`src/tsr_pkg.sv`:
```
// tsr_pkg: register map, field positions, reset values and carrier types
// for the temperature monitor register file.
// assumes: one 8-bit register space reached through a byte stream front end.

package tsr_pkg;

  // ----------------------------------------------------------------
  // register addresses
  // ----------------------------------------------------------------
  localparam logic [7:0] ADDR_LOCAL = 8'h00;
  localparam logic [7:0] ADDR_RA_HIGH = 8'h01;
  localparam logic [7:0] ADDR_CFG1_RD = 8'h03;
  localparam logic [7:0] ADDR_CFG1_WR = 8'h09;
  localparam logic [7:0] ADDR_RA_LOW = 8'h10;
  localparam logic [7:0] ADDR_CFG2 = 8'h24;
  localparam logic [7:0] ADDR_RB_HIGH = 8'h30;
  localparam logic [7:0] ADDR_RB_LOW = 8'h33;

  // ----------------------------------------------------------------
  // field positions
  // ----------------------------------------------------------------
  localparam int CFG1_ALARM_MASK = 7;
  localparam int CFG1_HALT = 6;
  localparam int CFG1_PIN13 = 5;
  localparam int CFG1_RSVD = 4;
  localparam int CFG1_ALIAS = 3;
  localparam int CFG1_RANGE = 2;
  localparam int CFG1_BLOCK_A = 1;
  localparam int CFG1_BLOCK_B = 0;
  localparam int CFG2_LOCK = 7;
  localparam int FRAC_POS = 6;

  localparam logic [7:0] CFG1_ALIAS_MASK = 8'h01 << CFG1_ALIAS;
  localparam logic [7:0] CFG1_RSVD_MASK = 8'h01 << CFG1_RSVD;

  // ----------------------------------------------------------------
  // reset values and format constants
  // ----------------------------------------------------------------
  localparam logic [7:0] PTR_RST = 8'h00;
  localparam logic [7:0] TEMP_RST = 8'h00;
  localparam logic [7:0] CFG1_RST = 8'h00;
  localparam logic [7:0] CFG2_RST = 8'h00;
  localparam logic [7:0] EXT_OFFSET = 8'h40;
  localparam logic [7:0] PLAIN_MAX = 8'h7F;
  localparam logic [7:0] EXT_MAX = 8'hFF;
  localparam int TEMP_W = 9;

  // ----------------------------------------------------------------
  // carrier types
  // ----------------------------------------------------------------
  typedef enum logic [1:0]
  {
    CH_LOCAL = 2'b00,
    CH_REMOTE_A = 2'b01,
    CH_REMOTE_B = 2'b10,
    CH_NONE = 2'b11
  } tsr_chan_t;

  typedef struct packed
  {
    logic valid;
    tsr_chan_t chan;
    logic signed [TEMP_W-1:0] temp;
    logic [1:0] frac;
  } tsr_conv_t;

  typedef struct packed
  {
    logic valid;
    logic first;
    logic [7:0] data;
  } tsr_wr_t;

endpackage

```
`src/tsr_regfile.sv`:
```
// tsr_regfile: register file of the three-channel temperature monitor.
// holds the address pointer, result registers and both configuration registers,
// formats converter results, gates pin 13 and registers the overheat pin as requested.
// assumes: a serial front end that delivers written bytes and read requests one
// per cycle, a converter that hands over one result per cycle, and limit logic
// outside that raises the raw alarm and overheat requests.

`timescale 1ns/1ps
`default_nettype none

module tsr_regfile (
  // clock and reset
  input wire logic clk_sys,
  input wire logic resetn,
  // register access from the serial front end
  input wire tsr_pkg::tsr_wr_t busWr,
  input wire logic busRdReq,
  output logic [7:0] busRdData,
  output logic busRdValid,
  // converter
  input wire tsr_pkg::tsr_conv_t conv,
  output logic conversionHalt,
  // raw alarm requests from the limit logic
  input wire logic limitAlarmLocal,
  input wire logic limitAlarmRemoteA,
  input wire logic limitAlarmRemoteB,
  input wire logic overheatReq,
  input wire logic secondaryOverheatReq,
  // pins, active high here; the pad inverts
  output logic overheatOut,
  output logic pin13Out,
  // configuration view
  output logic pin13RoleSelect,
  output logic rangeExtended,
  output logic lockActive
);
  import tsr_pkg::*;

  // ----------------------------------------------------------------
  // state
  // ----------------------------------------------------------------
  logic [7:0] ptrQ;
  logic [7:0] ptrD;
  logic [7:0] localQ;
  logic [7:0] cfg1Q;
  logic [7:0] cfg1D;
  logic [7:0] cfg2Q;
  logic [7:0] cfg2D;
  // the pointer, result and configuration registers and the read path are one byte wide
  logic [7:0] rdDataQ;
  logic rdValidQ;
  logic overheatQ;
  logic pin13Q;

  // ----------------------------------------------------------------
  // configuration fields
  // ----------------------------------------------------------------
  wire logic alarmMask = cfg1Q[CFG1_ALARM_MASK];
  wire logic haltConv = cfg1Q[CFG1_HALT];
  wire logic pin13Role = cfg1Q[CFG1_PIN13];
  wire logic aliasB = cfg1Q[CFG1_ALIAS];
  wire logic extRange = cfg1Q[CFG1_RANGE];
  wire logic blockA = cfg1Q[CFG1_BLOCK_A];
  wire logic blockB = cfg1Q[CFG1_BLOCK_B];
  wire logic locked = cfg2Q[CFG2_LOCK];

  // ----------------------------------------------------------------
  // write decode
  // ----------------------------------------------------------------
  wire logic ptrWr = busWr.valid && busWr.first;
  wire logic dataWr = busWr.valid && !busWr.first;
  wire logic cfg1Wr = dataWr && (ptrQ == ADDR_CFG1_WR);
  wire logic cfg2Wr = dataWr && (ptrQ == ADDR_CFG2) && !locked;
  wire logic [7:0] cfg1WrData = busWr.data & ~CFG1_RSVD_MASK;

  // once locked only the alias bit still follows writes
  wire logic [7:0] cfg1Locked = (cfg1Q & ~CFG1_ALIAS_MASK) | (cfg1WrData & CFG1_ALIAS_MASK);

  assign ptrD = ptrWr ? busWr.data : ptrQ;
  // a range change touches config one only; limit values outside keep their contents
  assign cfg1D = cfg1Wr ? (locked ? cfg1Locked : cfg1WrData) : cfg1Q;
  // reserved bits read zero; writes can only set the lock bit, and only reset clears it
  assign cfg2D = cfg2Wr ? {busWr.data[CFG2_LOCK], 7'h00} : cfg2Q;

  // ----------------------------------------------------------------
  // result formatting
  // ----------------------------------------------------------------
  logic [7:0] fmtCode;
  logic fmtSat;

  // the current range bit is applied at capture, so a change shows on the next result
  tsr_temp_fmt #(
    .TEMP_W(TEMP_W)
  ) u_fmt (
    .tempIn(conv.temp),
    .extRange(extRange),
    .code(fmtCode),
    .saturated(fmtSat)
  );

  // a clamped result carries no meaningful fraction
  wire logic [7:0] fracByte = fmtSat ? 8'h00 : {conv.frac, 6'h00};

  // standby drops any result still arriving from the converter
  wire logic take = conv.valid && !haltConv;
  wire logic loadLocal = take && (conv.chan == CH_LOCAL);

  // ----------------------------------------------------------------
  // read decode
  // ----------------------------------------------------------------
  wire logic selRaHigh = (ptrQ == ADDR_RA_HIGH);
  wire logic selRaLow = (ptrQ == ADDR_RA_LOW);
  wire logic selRbHigh = (ptrQ == ADDR_RB_HIGH);
  wire logic selRbLow = (ptrQ == ADDR_RB_LOW);

  logic [1:0] remLoad;
  logic [1:0] remLowRd;
  logic [1:0] remHighRd;
  logic [7:0] remHi [2];
  logic [7:0] remLo [2];
  logic [7:0] remView [2];

  // alias redirects the remote A addresses, including the low-byte hold
  assign remLowRd[0] = busRdReq && selRaLow && !aliasB;
  assign remLowRd[1] = busRdReq && ((selRaLow && aliasB) || selRbLow);
  assign remHighRd[0] = busRdReq && selRaHigh && !aliasB;
  assign remHighRd[1] = busRdReq && ((selRaHigh && aliasB) || selRbHigh);
  assign remLoad[0] = take && (conv.chan == CH_REMOTE_A);
  assign remLoad[1] = take && (conv.chan == CH_REMOTE_B);

  // ----------------------------------------------------------------
  // remote channels
  // ----------------------------------------------------------------
  for (genvar ch = 0; ch < 2; ch++)
  begin : g_remote
    tsr_remote_chan u_chan (
      .clk_sys(clk_sys),
      .resetn(resetn),
      .load(remLoad[ch]),
      .hiIn(fmtCode),
      .loIn(fracByte),
      .lowRead(remLowRd[ch]),
      .highRead(remHighRd[ch]),
      .hiQ(remHi[ch]),
      .loQ(remLo[ch]),
      .hiView(remView[ch])
    );
  end

  // unmapped and write-only addresses read zero here
  wire logic [7:0] rdMux =
    (ptrQ == ADDR_LOCAL) ? localQ :
    selRaHigh ? (aliasB ? remView[1] : remView[0]) :
    selRaLow ? (aliasB ? remLo[1] : remLo[0]) :
    selRbHigh ? remView[1] :
    selRbLow ? remLo[1] :
    (ptrQ == ADDR_CFG1_RD) ? cfg1Q :
    (ptrQ == ADDR_CFG2) ? cfg2Q :
    8'h00;

  // ----------------------------------------------------------------
  // alarm pins
  // ----------------------------------------------------------------
  // limit-written changes arrive as new raw requests, so standby still updates the pins
  wire logic limitHit = limitAlarmLocal || (limitAlarmRemoteA && !blockA) ||
    (limitAlarmRemoteB && !blockB);
  wire logic alarmPin = !alarmMask && limitHit;
  wire logic pin13Next = pin13Role ? secondaryOverheatReq : alarmPin;

  // ----------------------------------------------------------------
  // registers
  // ----------------------------------------------------------------
  always_ff @(posedge clk_sys or negedge resetn)
  begin
    if (!resetn)
    begin
      ptrQ <= PTR_RST;
      cfg1Q <= CFG1_RST;
      cfg2Q <= CFG2_RST;
    end
    else
    begin
      ptrQ <= ptrD;
      cfg1Q <= cfg1D;
      cfg2Q <= cfg2D;
    end
  end

  // host writes never reach the result registers
  always_ff @(posedge clk_sys or negedge resetn)
  begin
    if (!resetn)
    begin
      localQ <= TEMP_RST;
    end
    else if (loadLocal)
    begin
      localQ <= fmtCode;
    end
  end

  always_ff @(posedge clk_sys or negedge resetn)
  begin
    if (!resetn)
    begin
      rdDataQ <= 8'h00;
      rdValidQ <= 1'b0;
    end
    else
    begin
      rdValidQ <= busRdReq;
      if (busRdReq)
      begin
        rdDataQ <= rdMux;
      end
    end
  end

  always_ff @(posedge clk_sys or negedge resetn)
  begin
    if (!resetn)
    begin
      overheatQ <= 1'b0;
      pin13Q <= 1'b0;
    end
    else
    begin
      overheatQ <= overheatReq;
      pin13Q <= pin13Next;
    end
  end

  assign busRdData = rdDataQ;
  assign busRdValid = rdValidQ;
  assign overheatOut = overheatQ;
  assign pin13Out = pin13Q;
  assign conversionHalt = cfg1Q[CFG1_HALT];
  assign pin13RoleSelect = cfg1Q[CFG1_PIN13];
  assign rangeExtended = cfg1Q[CFG1_RANGE];
  assign lockActive = cfg2Q[CFG2_LOCK];
endmodule

`default_nettype wire

```
`src/tsr_temp_fmt.sv`:
```
// tsr_temp_fmt: turns a signed whole-degree result into the stored byte.
// assumes: result is signed two's complement, TEMP_W bits, purely combinational use.

`timescale 1ns/1ps
`default_nettype none

module tsr_temp_fmt #(
  parameter int TEMP_W = tsr_pkg::TEMP_W
) (
  // input
  input wire logic signed [TEMP_W-1:0] tempIn,
  input wire logic extRange,
  // output
  output logic [7:0] code,
  output logic saturated
);
  import tsr_pkg::*;

  if (TEMP_W < 9)
  begin : g_bad_width
    $error("tsr_temp_fmt: TEMP_W must be at least 9");
  end

  logic signed [TEMP_W:0] widened;
  logic signed [TEMP_W:0] shifted;
  logic [7:0] upper;
  logic belowZero;
  logic aboveMax;

  // extended range adds the offset before clamping to the byte
  assign widened = {tempIn[TEMP_W-1], tempIn};
  assign shifted = extRange ? widened + $signed({{(TEMP_W-7){1'b0}}, EXT_OFFSET}) : widened;
  assign upper = extRange ? EXT_MAX : PLAIN_MAX;
  assign belowZero = shifted[TEMP_W];
  assign aboveMax = !belowZero && (shifted[TEMP_W-1:0] > {{(TEMP_W-8){1'b0}}, upper});
  assign saturated = belowZero || aboveMax;
  assign code = belowZero ? 8'h00 : (aboveMax ? upper : shifted[7:0]);

endmodule

`default_nettype wire

```
`src/tsr_remote_chan.sv`:
```
// tsr_remote_chan: high and low result bytes of one remote channel,
// with the high byte snapshot taken by a low-byte read.
// assumes: at most one register read per cycle.

`timescale 1ns/1ps
`default_nettype none

module tsr_remote_chan (
  // clock and reset
  input wire logic clk_sys,
  input wire logic resetn,
  // converter side
  input wire logic load,
  input wire logic [7:0] hiIn,
  input wire logic [7:0] loIn,
  // read side
  input wire logic lowRead,
  input wire logic highRead,
  output logic [7:0] hiQ,
  output logic [7:0] loQ,
  output logic [7:0] hiView
);
  import tsr_pkg::*;

  logic [7:0] snapQ;
  logic heldQ;

  always_ff @(posedge clk_sys or negedge resetn)
  begin
    if (!resetn)
    begin
      hiQ <= TEMP_RST;
      loQ <= TEMP_RST;
      snapQ <= TEMP_RST;
      heldQ <= 1'b0;
    end
    else
    begin
      if (load)
      begin
        hiQ <= hiIn;
        loQ <= loIn;
      end
      if (lowRead)
      begin
        snapQ <= hiQ;
      end
      heldQ <= lowRead || (heldQ && !highRead);
    end
  end

  // the pair stays coherent even if a fresh result lands between the reads
  assign hiView = heldQ ? snapQ : hiQ;
endmodule

`default_nettype wire

```
`config.mk`:
```
export PLATFORM = sky130hd
export DESIGN_NAME = tsr_regfile
export DESIGN_NICKNAME = d
export VERILOG_FILES = /design/src/tsr_pkg.sv /design/src/tsr_regfile.sv /design/src/tsr_temp_fmt.sv /design/src/tsr_remote_chan.sv
export SDC_FILE = /design/constraint.sdc
export NUM_CORES = 1
export LEC_CHECK = 0
export ABC_AREA = 1
export BUFFER_PORTS_ARGS = -buffer_cell sky130_fd_sc_hd__buf_2
export CELL_PAD_IN_SITES_DETAIL_PLACEMENT = 2
export CELL_PAD_IN_SITES_GLOBAL_PLACEMENT = 2
export CORE_MARGIN = 2
export CORE_UTILIZATION = 38
export CTS_CLUSTER_SIZE = 24
export DETAILED_ROUTE_END_ITERATION = 10
export PLACE_DENSITY_LB_ADDON = 0.15
export SETUP_SLACK_MARGIN = 0.2
export SYNTH_ARGS = -nofsm -noshare
export SYNTH_HDL_FRONTEND = slang
export SYNTH_HIERARCHICAL = 1
export SYNTH_SLANG_ARGS = --single-unit
```
`constraint.sdc`:
```
create_clock -name clk_sys -period 4.9 [get_ports clk_sys]
set_clock_uncertainty 0.2 [all_clocks]
set_input_delay 0.98 -clock clk_sys [delete_from_list [all_inputs] [get_ports clk_sys]]
set_output_delay 0.98 -clock clk_sys [all_outputs]
set_load 0.005 [all_outputs]
```
==> impl_metrics.csv, run 1 <==
group,metric,value,unit
worst_setup_path,critPathMaxStageDelay,0.62,ns
placed_design,dpl_worst_slack,2.11,ns
drt,wl_per_cell,18.5,um
drt,met2_length,7300,um
global_route,track_usage,0.246,
drt,top_layer_used,"met4",
placed_design,port_buffers,46,
global_route,grt_max_degree,53,
placed_design,dp_hpwl,10700,um
yosys,mappedNetlistArea,0.00450,mm2
clock_network,post_cts_resized,0,
pwr,seqPwrFrac,0.472,
drt,drt_pass1_iterations,4,
cells_and_area,syn2layout_area_growth,13.6,%
sta,fin_crit,2.68,ns
sta,rsz0062_at_grt,"no",
die,coreArea,0.0115,mm2
die,pin_count,47,
yosys,synthTopCellsByArea,"dfrtp_1, nand2_1, mux2_2",
worst_setup_path,worstPathCellList,"nor2_1 -> nand2_1 -> nor4_4 -> nand2_1 -> a21oi_1 -> inv_2 -> nand2_1 -> nand2_1",
clock_network,hold_buffers,0,
worst_setup_path,worstPathArrival,2.72,ns
die,start_util,0.392,
sta,clock.fmax,0.373,GHz
drt,drtIter0Drc,119,
yosys,ys_types,39,
yosys,yosysTopAreaCellShare,0.473,
placed_design,dpl_cell_area,0.00484,mm2
drt,dr_wl_met3,416,um
worst_setup_path,worstSetupEndpointType,"flip-flop",
die,dieArea,0.0127,mm2
drt,ant_nets,0,
sta,finalSetupTns,0,ns
min_path,min_path_type,"flip-flop to flip-flop",
global_route,antenna_found_initial,0,
pwr,ir_drop,0.270,mV
pwr,pwr-share-comb,0.178,
clock_network,clock_sinks,85,
yosys,async_flop_share,1.00,
clock_network,numCtsBuffers,9,
cells_and_area,layout.nets,658,
cells_and_area,finalInstanceArea,0.00511,mm2
yosys,synth_largest_area_cell,"dfrtp_1",
yosys,synth.avg_cell_area,7.88,um2
cells_and_area,num_antenna_cells,0,
clock_network,clk_pin_slew,0.06,ns
worst_setup_path,cp-start-kind,"flip-flop",
clock_network,root_buffer,"clkbuf_16",
pwr,powerDensity,362,mW/mm2
yosys,yosysSeqAreaShare,0.473,
yosys,syn-instance-count,571,
clock_network,h-tree-depth,3,
sta,worst_slew_pin_slew,0.757,ns
drt,route.detailed.drc,0,
sta,fin_crit_sh,0.547,
clock_network,clock_path_buffers,2,
sta,hold_viol,0,
global_route,grt_pass1_vias,4359,
worst_setup_path,required,4.94,ns
drt,viasPerCell,5.05,
pwr,leakage,2.73,nW
drt,met1_length,6380,um
sta,max_slew_margin,0.495,
global_route,grt_pass1_wl,24000,um
die,rows,39,
yosys,ys_ff_latch,85,
die,die_w,113,um
die,die_y,113,um
worst_setup_path,worst-setup-path-type,"flip-flop to flip-flop",
sta,drv_slew,0,
cells_and_area,drive_above_1_share,0.210,
clock_network,cts_setup_buffers,0,
worst_setup_path,slowest_stage,"a21oi_1",
pwr,switching_share,0.311,
clock_network,clock_latency,0.35,ns
outcome,status,"finished, final reports clean",
yosys,synth_ff_type,"dfrtp_1",
pwr,clkPwrFrac,0.350,
sta,finalSetupViolations,0,
drt,via_count,3905,
yosys,ys_warn_count,6,
global_route,overflow,0,
drt,wl,14300,um
clock_network,cts_tree,"built",
worst_setup_path,worstPathMaxFanout,9,
sta,setup_ws,2.22,ns
run,maxCapViolCount,0,
placed_design,place_congestion,0.839,
cells_and_area,fin_util,0.446,
yosys,synth_edf_count,0,
worst_setup_path,critPathMostFrequentCell,"nand2_1",
pwr,p_int,1.27,mW
pwr,switchingPower,575,uW
-- area by class of cell --
type / instances / area [um2]
clock buffers: 15 / 268
clock inverters: 1 / 5.00
fillers: 1321 / 6360
inverters: 52 / 206
repair buffers: 50 / 263
well taps: 143 / 179
flip-flops and latches: 85 / 2130
multi-input cells: 427 / 2060
-- final timing paths --
check / start / end / slack [ns] / depth (start not counted)
setup / recovery: ptrQ[2]$_DFFE_PN0P_ / g_remote[1].u_chan/snapQ[3]$_DFFE_PN0P_ / 2.22 / 8
setup reg to reg: ptrQ[2]$_DFFE_PN0P_ / g_remote[1].u_chan/snapQ[3]$_DFFE_PN0P_ / 2.22 / 8
hold reg to reg: g_remote[0].u_chan/snapQ[5]$_DFFE_PN0P_ / g_remote[0].u_chan/snapQ[5]$_DFFE_PN0P_ / 0.28 / 2
max in group asynchronous: resetn / g_remote[1].u_chan/hiQ[7]$_DFFE_PN0P_ / 3.07 / 2
min in group asynchronous: resetn / g_remote[0].u_chan/snapQ[2]$_DFFE_PN0P_ / 0.48 / 1
hold / removal: g_remote[0].u_chan/snapQ[5]$_DFFE_PN0P_ / g_remote[0].u_chan/snapQ[5]$_DFFE_PN0P_ / 0.28 / 2
-- per-stage QoR --
stage / hold slack (ns) / total power [mW] / std cells
after floorplan: 0.238 / 1.08 / 582
after global placement: 0.254 / 1.19 / 757
after detailed placement: 0.263 / 1.21 / 757
after CTS: 0.278 / 1.87 / 773
after global routing: 0.312 / 1.95 / 773
final: 0.275 / 1.85 / 773
-- state kept, by name, indices dropped and copies added (netlist names), 2 cells and up --
name,flops
g_remote.u_chan/loQ,16
ptrQ,8
busRdData,8
cfg1Q,7
localQ,8
g_remote.u_chan/snapQ,16
g_remote.u_chan/hiQ,16
g_remote.u_chan/heldQ,2
-- layer usage --
layer / global-route usage / vias to the layer above
met3: 0.0370 / 16
li1: - / 1866
met1: 0.318 / 1959
met4: 0.0756 / 0
met2: 0.427 / 64
met5: 0 / -
-- power groups by stage --
stage          Clock (mW)  Combinational, mW  Sequential, mW
2_1_floorplan           0              0.239           0.844
3_3_place_gp            0              0.310           0.879
4_1_cts             0.662              0.333           0.874
3_5_place_dp            0              0.329           0.884
6_report            0.648              0.328           0.873
5_1_grt             0.689              0.375           0.887
-- Yosys cell counts, types with 5 or more instances --
cell / instances
dfrtp_1: 85
or2_2: 7
inv_1: 39
o21ai_0: 9
nor2_1: 44
buf_2: 6
a21oi_1: 23
nand2_2: 11
inv_2: 10
mux2_2: 17
buf_6: 5
nand3_1: 18
o21ai_2: 7
nand4_1: 10
nand2_1: 245
-- kinds of logic after synthesis --
family / share of synthesized area
buf+inv: 0.0790
other cells: 0.000834
mux: 0.0451
flops: 0.473
fa+ha+maj: 0.00278
compound gates: 0.0573
xor+xnor: 0.00195
simple gates: 0.340
-- critical path, delay by kind of cell (launching register included) --
kind	cells	cell delay [ns]
flops	1	0.40
simple gates	6	1.12
compound gates	1	0.62
buf+inv	1	0.22
-- layout by cell type (no fill, tap or decap), types with 2 or more instances in the layout --
master	n
buf_2	45
nor2_2	2
clkbuf_1	4
a21oi_1	23
clkinv_2	2
inv_2	10
a21oi_2	2
mux2_2	17
o21ai_1	2
inv_6	2
o21ai_0	9
conb_1	12
nand3_1	18
buf_4	5
clkbuf_8	2
inv_1	39
nor2_4	2
nor2_1	44
nand2_4	2
clkbuf_16	9
nor3_2	2
nand2_2	11
o21ai_2	7
or2_2	7
nand2_1	245
dfrtp_1	85
nand4_1	10
Power figures use the tool's default switching activity.
==> run 2: changes to the inputs <==
- CORE_UTILIZATION: 38 -> 35
- clock period: 4.9 -> 2.7 ns (I/O delays scaled with it)
==> run 2 against run 1 <==
Via count grew 1.1%. Die area grew 8.3%. Sequential power grew 83%. Sequential share of layout area shrank 0.88 points. Total power grew 87%. Final area grew 2.2%. Combinational power grew 76%. Critical path type unchanged. Largest cell class unchanged.
==> impl_metrics.csv, run 2 (synthesis gave the netlist of run 1 again) <==
group,metric,value,unit
global_route,overflow,0,
sta,drv_slew,0,
die,die_w,117,um
drt,wl,14200,um
pwr,seqPwrFrac,0.464,
sta,fin_crit_sh,0.841,
global_route,grt_use_met1,0.295,
pwr,ir_drop,0.217,mV
cells_and_area,final_cell_mix,"nand2_1, dfrtp_1, buf_2, nor2_1, inv_1",
die,rows,41,
clock_network,cts_setup_buffers,0,
pwr,p_int,2.40,mW
drt,via_count,3949,
sta,finalSetupViolations,0,
placed_design,port_buffers,46,
global_route,grtUsageMet2,0.363,
sta,finalSetupTns,0,ns
die,die_y,117,um
worst_setup_path,worstPathArrival,2.31,ns
sta,fin_crit,2.27,ns
outcome,status,"finished, final reports clean",
clock_network,clk_pin_slew,0.06,ns
worst_setup_path,worstSetupEndpointType,"flip-flop",
die,dieArea,0.0138,mm2
drt,drt_pass1_iterations,4,
sta,hold_viol,0,
clock_network,clock_latency,0.35,ns
global_route,track_usage,0.221,
cells_and_area,final_common_cell,"nand2_1",
pwr,switching_share,0.305,
worst_setup_path,worst-setup-path-type,"flip-flop to flip-flop",
worst_setup_path,cp-start-kind,"flip-flop",
cells_and_area,layout.nets,662,
placed_design,dp_hpwl,10800,um
drt,drtIter0Drc,193,
pwr,pwr-share-comb,0.167,
global_route,grt_pass1_wl,23500,um
sta,rsz0062_at_grt,"no",
die,pin_count,47,
min_path,hold_depth,1,
die,coreArea,0.0126,mm2
clock_network,clock_sinks,85,
drt,wl_per_cell,17.7,um
worst_setup_path,required,2.74,ns
placed_design,dpl_worst_slack,0.443,ns
drt,ant_nets,0,
cells_and_area,num_antenna_cells,0,
cells_and_area,syn2layout_area_growth,16.1,%
worst_setup_path,worstPathMaxFanout,9,
sta,clock.fmax,0.440,GHz
sta,worst_slew_pin_slew,0.825,ns
clock_network,clock_path_buffers,2,
global_route,grt_max_degree,38,
pwr,power,3.46,mW
drt,viasPerCell,4.91,
clock_network,cts_tree,"built",
global_route,grt_pass1_vias,4253,
worst_setup_path,rr_worst_depth,8,
cells_and_area,drive_above_1_share,0.216,
pwr,switchingPower,1.05,mW
clock_network,h-tree-depth,3,
die,start_util,0.358,
min_path,min_path_type,"input port to flip-flop",
clock_network,post_cts_resized,0,
sta,max_slew_margin,0.450,
placed_design,place_congestion,0.805,
global_route,grt_busiest_layer,"met2",
clock_network,numCtsBuffers,9,
drt,route.detailed.drc,0,
global_route,antenna_found_initial,0,
pwr,clkPwrFrac,0.369,
cells_and_area,reg_top3,"g_remote.u_chan/hiQ (16), g_remote.u_chan/loQ (16), g_remote.u_chan/snapQ (16)",
run,maxCapViolCount,0,
clock_network,root_buffer,"clkbuf_16",
sta,setup_ws,0.429,ns
pwr,leakage,2.76,nW
global_route,use_met3,0.0306,
sta,finalHoldWorstSlack,0.0913,ns
pwr,powerDensity,663,mW/mm2
run 2: final cells by class:
| cell class | count | area [um2] |
|---|---|---|
| Clock buffer | 12 | 256 |
| Clock inverter | 3 | 45.0 |
| Fill cell | 1497 | 7350 |
| Inverter | 52 | 206 |
| Multi-Input combinational cell | 427 | 2060 |
| Sequential cell | 85 | 2130 |
| Tap cell | 172 | 215 |
| Timing Repair Buffer | 54 | 308 |
run 2: what timing repair did:
action,in CTS,in global routing
hold buffers,1,0
setup endpoints to repair,0,0
hold endpoints to repair,32,0
run 2: power groups by stage:
stage	clock, mW	sequential, mW	combinational, mW
6_report	1.28	1.60	0.577
5_1_grt	1.36	1.63	0.657
4_1_cts	1.31	1.61	0.586
3_5_place_dp	0	1.63	0.578
3_3_place_gp	0	1.62	0.549
2_1_floorplan	0	1.53	0.434
run 2: worst paths after layout:
check,from,end,slack [ns]
max reg2reg,ptrQ[3]$_DFFE_PN0P_,g_remote[1].u_chan/snapQ[4]$_DFFE_PN0P_,0.43
min in group asynchronous,resetn,cfg1Q[1]$_DFFE_PN0P_,0.49
min reg2reg,g_remote[0].u_chan/snapQ[4]$_DFFE_PN0P_,g_remote[0].u_chan/snapQ[4]$_DFFE_PN0P_,0.27
min,overheatReq,overheatOut$_DFF_PN0_,0.09
max in group asynchronous,resetn,localQ[2]$_DFFE_PN0P_,1.18
max,ptrQ[3]$_DFFE_PN0P_,g_remote[1].u_chan/snapQ[4]$_DFFE_PN0P_,0.43
run 2: routing by layer:
layer  routed length, um  up-vias  part of all wire
met1                6650     1992              0.47
li1                    -     1883                 -
met4                 369        0             0.026
met2                6850       52              0.48
met3                 350       22             0.025
met5                   0        -                 0
run 2: worst max-delay path: stages (launching register included):
cell and delay (ns):
dfrtp_1 0.41, nor2_1 0.16, nand2_1 0.17, nor4_4 0.41, nand2_1 0.10, a21oi_1 0.37, inv_2 0.18, nand2_1 0.10
nand2_1 0.06
run 2: per-stage QoR:
step	cell area, um2	instances	util
global route	5220	805	0.415
CTS	5220	805	0.415
global placement	4910	789	0.391
detailed placement	4910	789	0.391
floorplan	4540	582	-
finish	5220	805	0.415
==> run 3: changes to the inputs <==
- CORE_UTILIZATION: 35 -> 32
- clock period: 2.7 -> 1.9 ns (I/O delays scaled with it)
==> run 3 against run 2 <==
The flow now finishes with violations (setup timing). Clock-buffer cell count increased by 2. Sequential share of layout area decreased by 4.2 points. Total power increased by 45%. Worst hold slack got worse by 0.021 ns.
==> impl_metrics.csv, run 3 (synthesis gave the netlist of run 1 again) <==
group,metric,value,unit
outcome,status,"finished with violations",
outcome,violations,"setup timing",
sta,setup_ws,-0.0116,ns
clock_network,clk_pin_slew,0.06,ns
worst_setup_path,worstSetupEndpointType,"flip-flop",
sta,fin_crit,1.91,ns
worst_setup_path,worstPathArrival,2.00,ns
global_route,grt_pass1_wl,23900,um
die,start_util,0.325,
sta,max_slew_margin,0.663,
run,maxCapViolCount,0,
worst_setup_path,critPathMaxStageDelay,0.40,ns
clock_network,numCtsBuffers,9,
clock_network,cts_tree,"built",
cells_and_area,reg_top3,"g_remote.u_chan/hiQ (16), g_remote.u_chan/loQ (16), g_remote.u_chan/snapQ (16)",
cells_and_area,layout.nets,696,
global_route,track_usage,0.215,
sta,worst_slew_pin_slew,0.504,ns
pwr,powerDensity,859,mW/mm2
pwr,ir_drop,0.428,mV
sta,finalSetupTns,-0.0306,ns
min_path,hold_depth,2,
worst_setup_path,slowest_stage,"dfrtp_1",
sta,drv_slew,0,
die,coreArea,0.0138,mm2
sta,hold_viol,0,
clock_network,clock_latency,0.35,ns
worst_setup_path,r2r_setup_slack,-0.01,ns
drt,wl_per_cell,18.4,um
worst_setup_path,r2r-end,"g_remote[0].u_chan/snapQ[3]$_DFFE_PN0P_",
cells_and_area,final_cell_mix,"nand2_1, dfrtp_1, buf_2, inv_1, nor2_1",
global_route,overflow,0,
placed_design,port_buffers,46,
min_path,hold_start,"secondaryOverheatReq",
clock_network,root_buffer,"clkbuf_16",
die,die_w,123,um
pwr,leakage,3.07,nW
die,pin_count,47,
placed_design,place_congestion,0.879,
sta,clock.fmax,0.523,GHz
clock_network,clock_sinks,85,
drt,viasPerCell,4.78,
drt,wl,15500,um
die,die_y,123,um
worst_setup_path,required,1.99,ns
global_route,antenna_found_initial,0,
drt,ant_nets,0,
global_route,grt_max_degree,86,
sta,finalSetupViolations,5,
placed_design,dpl_cell_area,0.00507,mm2
drt,via_count,4050,
drt,drt_pass1_iterations,4,
cells_and_area,syn2layout_area_growth,29.8,%
worst_setup_path,critPathMostFrequentCell,"nand2_2",
clock_network,clock_path_buffers,2,
worst_setup_path,cp-start-kind,"flip-flop",
worst_setup_path,crit_buf_inv,4,
placed_design,dp_hpwl,10800,um
worst_setup_path,worst-setup-path-type,"flip-flop to flip-flop",
cells_and_area,finalInstanceArea,0.00584,mm2
clock_network,h-tree-depth,3,
die,rows,43,
worst_setup_path,regToRegStartpoint,"ptrQ[7]$_DFFE_PN0P_",
sta,fin_crit_sh,1.01,
drt,drtIter0Drc,193,
placed_design,dpl_worst_slack,-0.0851,ns
die,dieArea,0.0150,mm2
min_path,holdPathEnd,"pin13Out$_DFF_PN0_",
drt,route.detailed.drc,0,
min_path,min_path_type,"input port to flip-flop",
cells_and_area,num_antenna_cells,0,
global_route,grt_pass1_vias,4337,
cells_and_area,drive_above_1_share,0.322,
cells_and_area,final_common_cell,"nand2_1",
worst_setup_path,rr_worst_depth,10,
worst_setup_path,worstPathMaxFanout,7,
worst_setup_path,critPathTopFamily,"simple AND/OR/NAND/NOR gates",
sta,rsz0062_at_grt,"yes",
worst_setup_path,worstPathCellList,"inv_2 -> nand2_4 -> nor4_4 -> buf_4 -> nand2_2 -> nor2_2 -> buf_6 -> buf_12 -> nand2_2 -> nand2_1",
==> run 3: how the worst max path moves through the flow <==
stage                                                   end  cells after the start                start
floorplan           g_remote[1].u_chan/snapQ[6]$_DFFE_PN0P_                      9  ptrQ[0]$_DFFE_PN0P_
global placement    g_remote[1].u_chan/snapQ[5]$_DFFE_PN0P_                      9  ptrQ[3]$_DFFE_PN0P_
detailed placement  g_remote[1].u_chan/snapQ[4]$_DFFE_PN0P_                      9  ptrQ[2]$_DFFE_PN0P_
CTS                 g_remote[0].u_chan/snapQ[4]$_DFFE_PN0P_                     10  ptrQ[6]$_DFFE_PN0P_
global route        g_remote[1].u_chan/snapQ[2]$_DFFE_PN0P_                      9  ptrQ[3]$_DFFE_PN0P_
finish              g_remote[0].u_chan/snapQ[3]$_DFFE_PN0P_                     10  ptrQ[7]$_DFFE_PN0P_
==> run 3: power breakdown <==
group,internal (mW),leakage (nW),switching (mW)
clock,0.986,0.139,0.718
combinational,0.414,1.85,0.630
sequential,2.04,1.08,0.226
==> run 3: cell type report <==
| cell class | count | area (um2) |
|---|---|---|
| timing repair buffer | 87 | 697 |
| timing repair inverter | 1 | 3.75 |
| fill | 1555 | 7990 |
| multi-input combinational | 427 | 2280 |
| tap | 180 | 225 |
| clock inverter | 1 | 5.00 |
| sequential | 85 | 2130 |
| inverter | 52 | 223 |
| clock buffer | 14 | 274 |
==> run 3: through the flow <==
| step | std cells | hold slack [ns] | utilization | power, mW |
|---|---|---|---|---|
| finish | 847 | 0.0702 | 0.422 | 5.01 |
| global route | 847 | 0.0701 | 0.422 | 5.30 |
| CTS | 836 | 0.0605 | 0.398 | 4.96 |
| detailed placement | 809 | 0.264 | 0.367 | 3.18 |
| global placement | 809 | 0.257 | 0.367 | 3.14 |
| floorplan | 582 | -0.116 | - | 2.80 |
==> run 3: what timing repair did <==
item	CTS	global route
gates resized for setup	19	68
buffers inserted	9	10
endpoints found under the setup margin	36	74
hold buffers	2	0
pin swaps	15	16
gates cloned	1	1
hold endpoints to repair	86	0
==> run 3: metal layers <==
layer  part of all wire  GRT usage  vias up
met5                  0          0        -
met4              0.019     0.0704        0
met3              0.033     0.0362       17
met2               0.51      0.369       63
met1               0.44      0.276     2015
li1                   -          -     1955
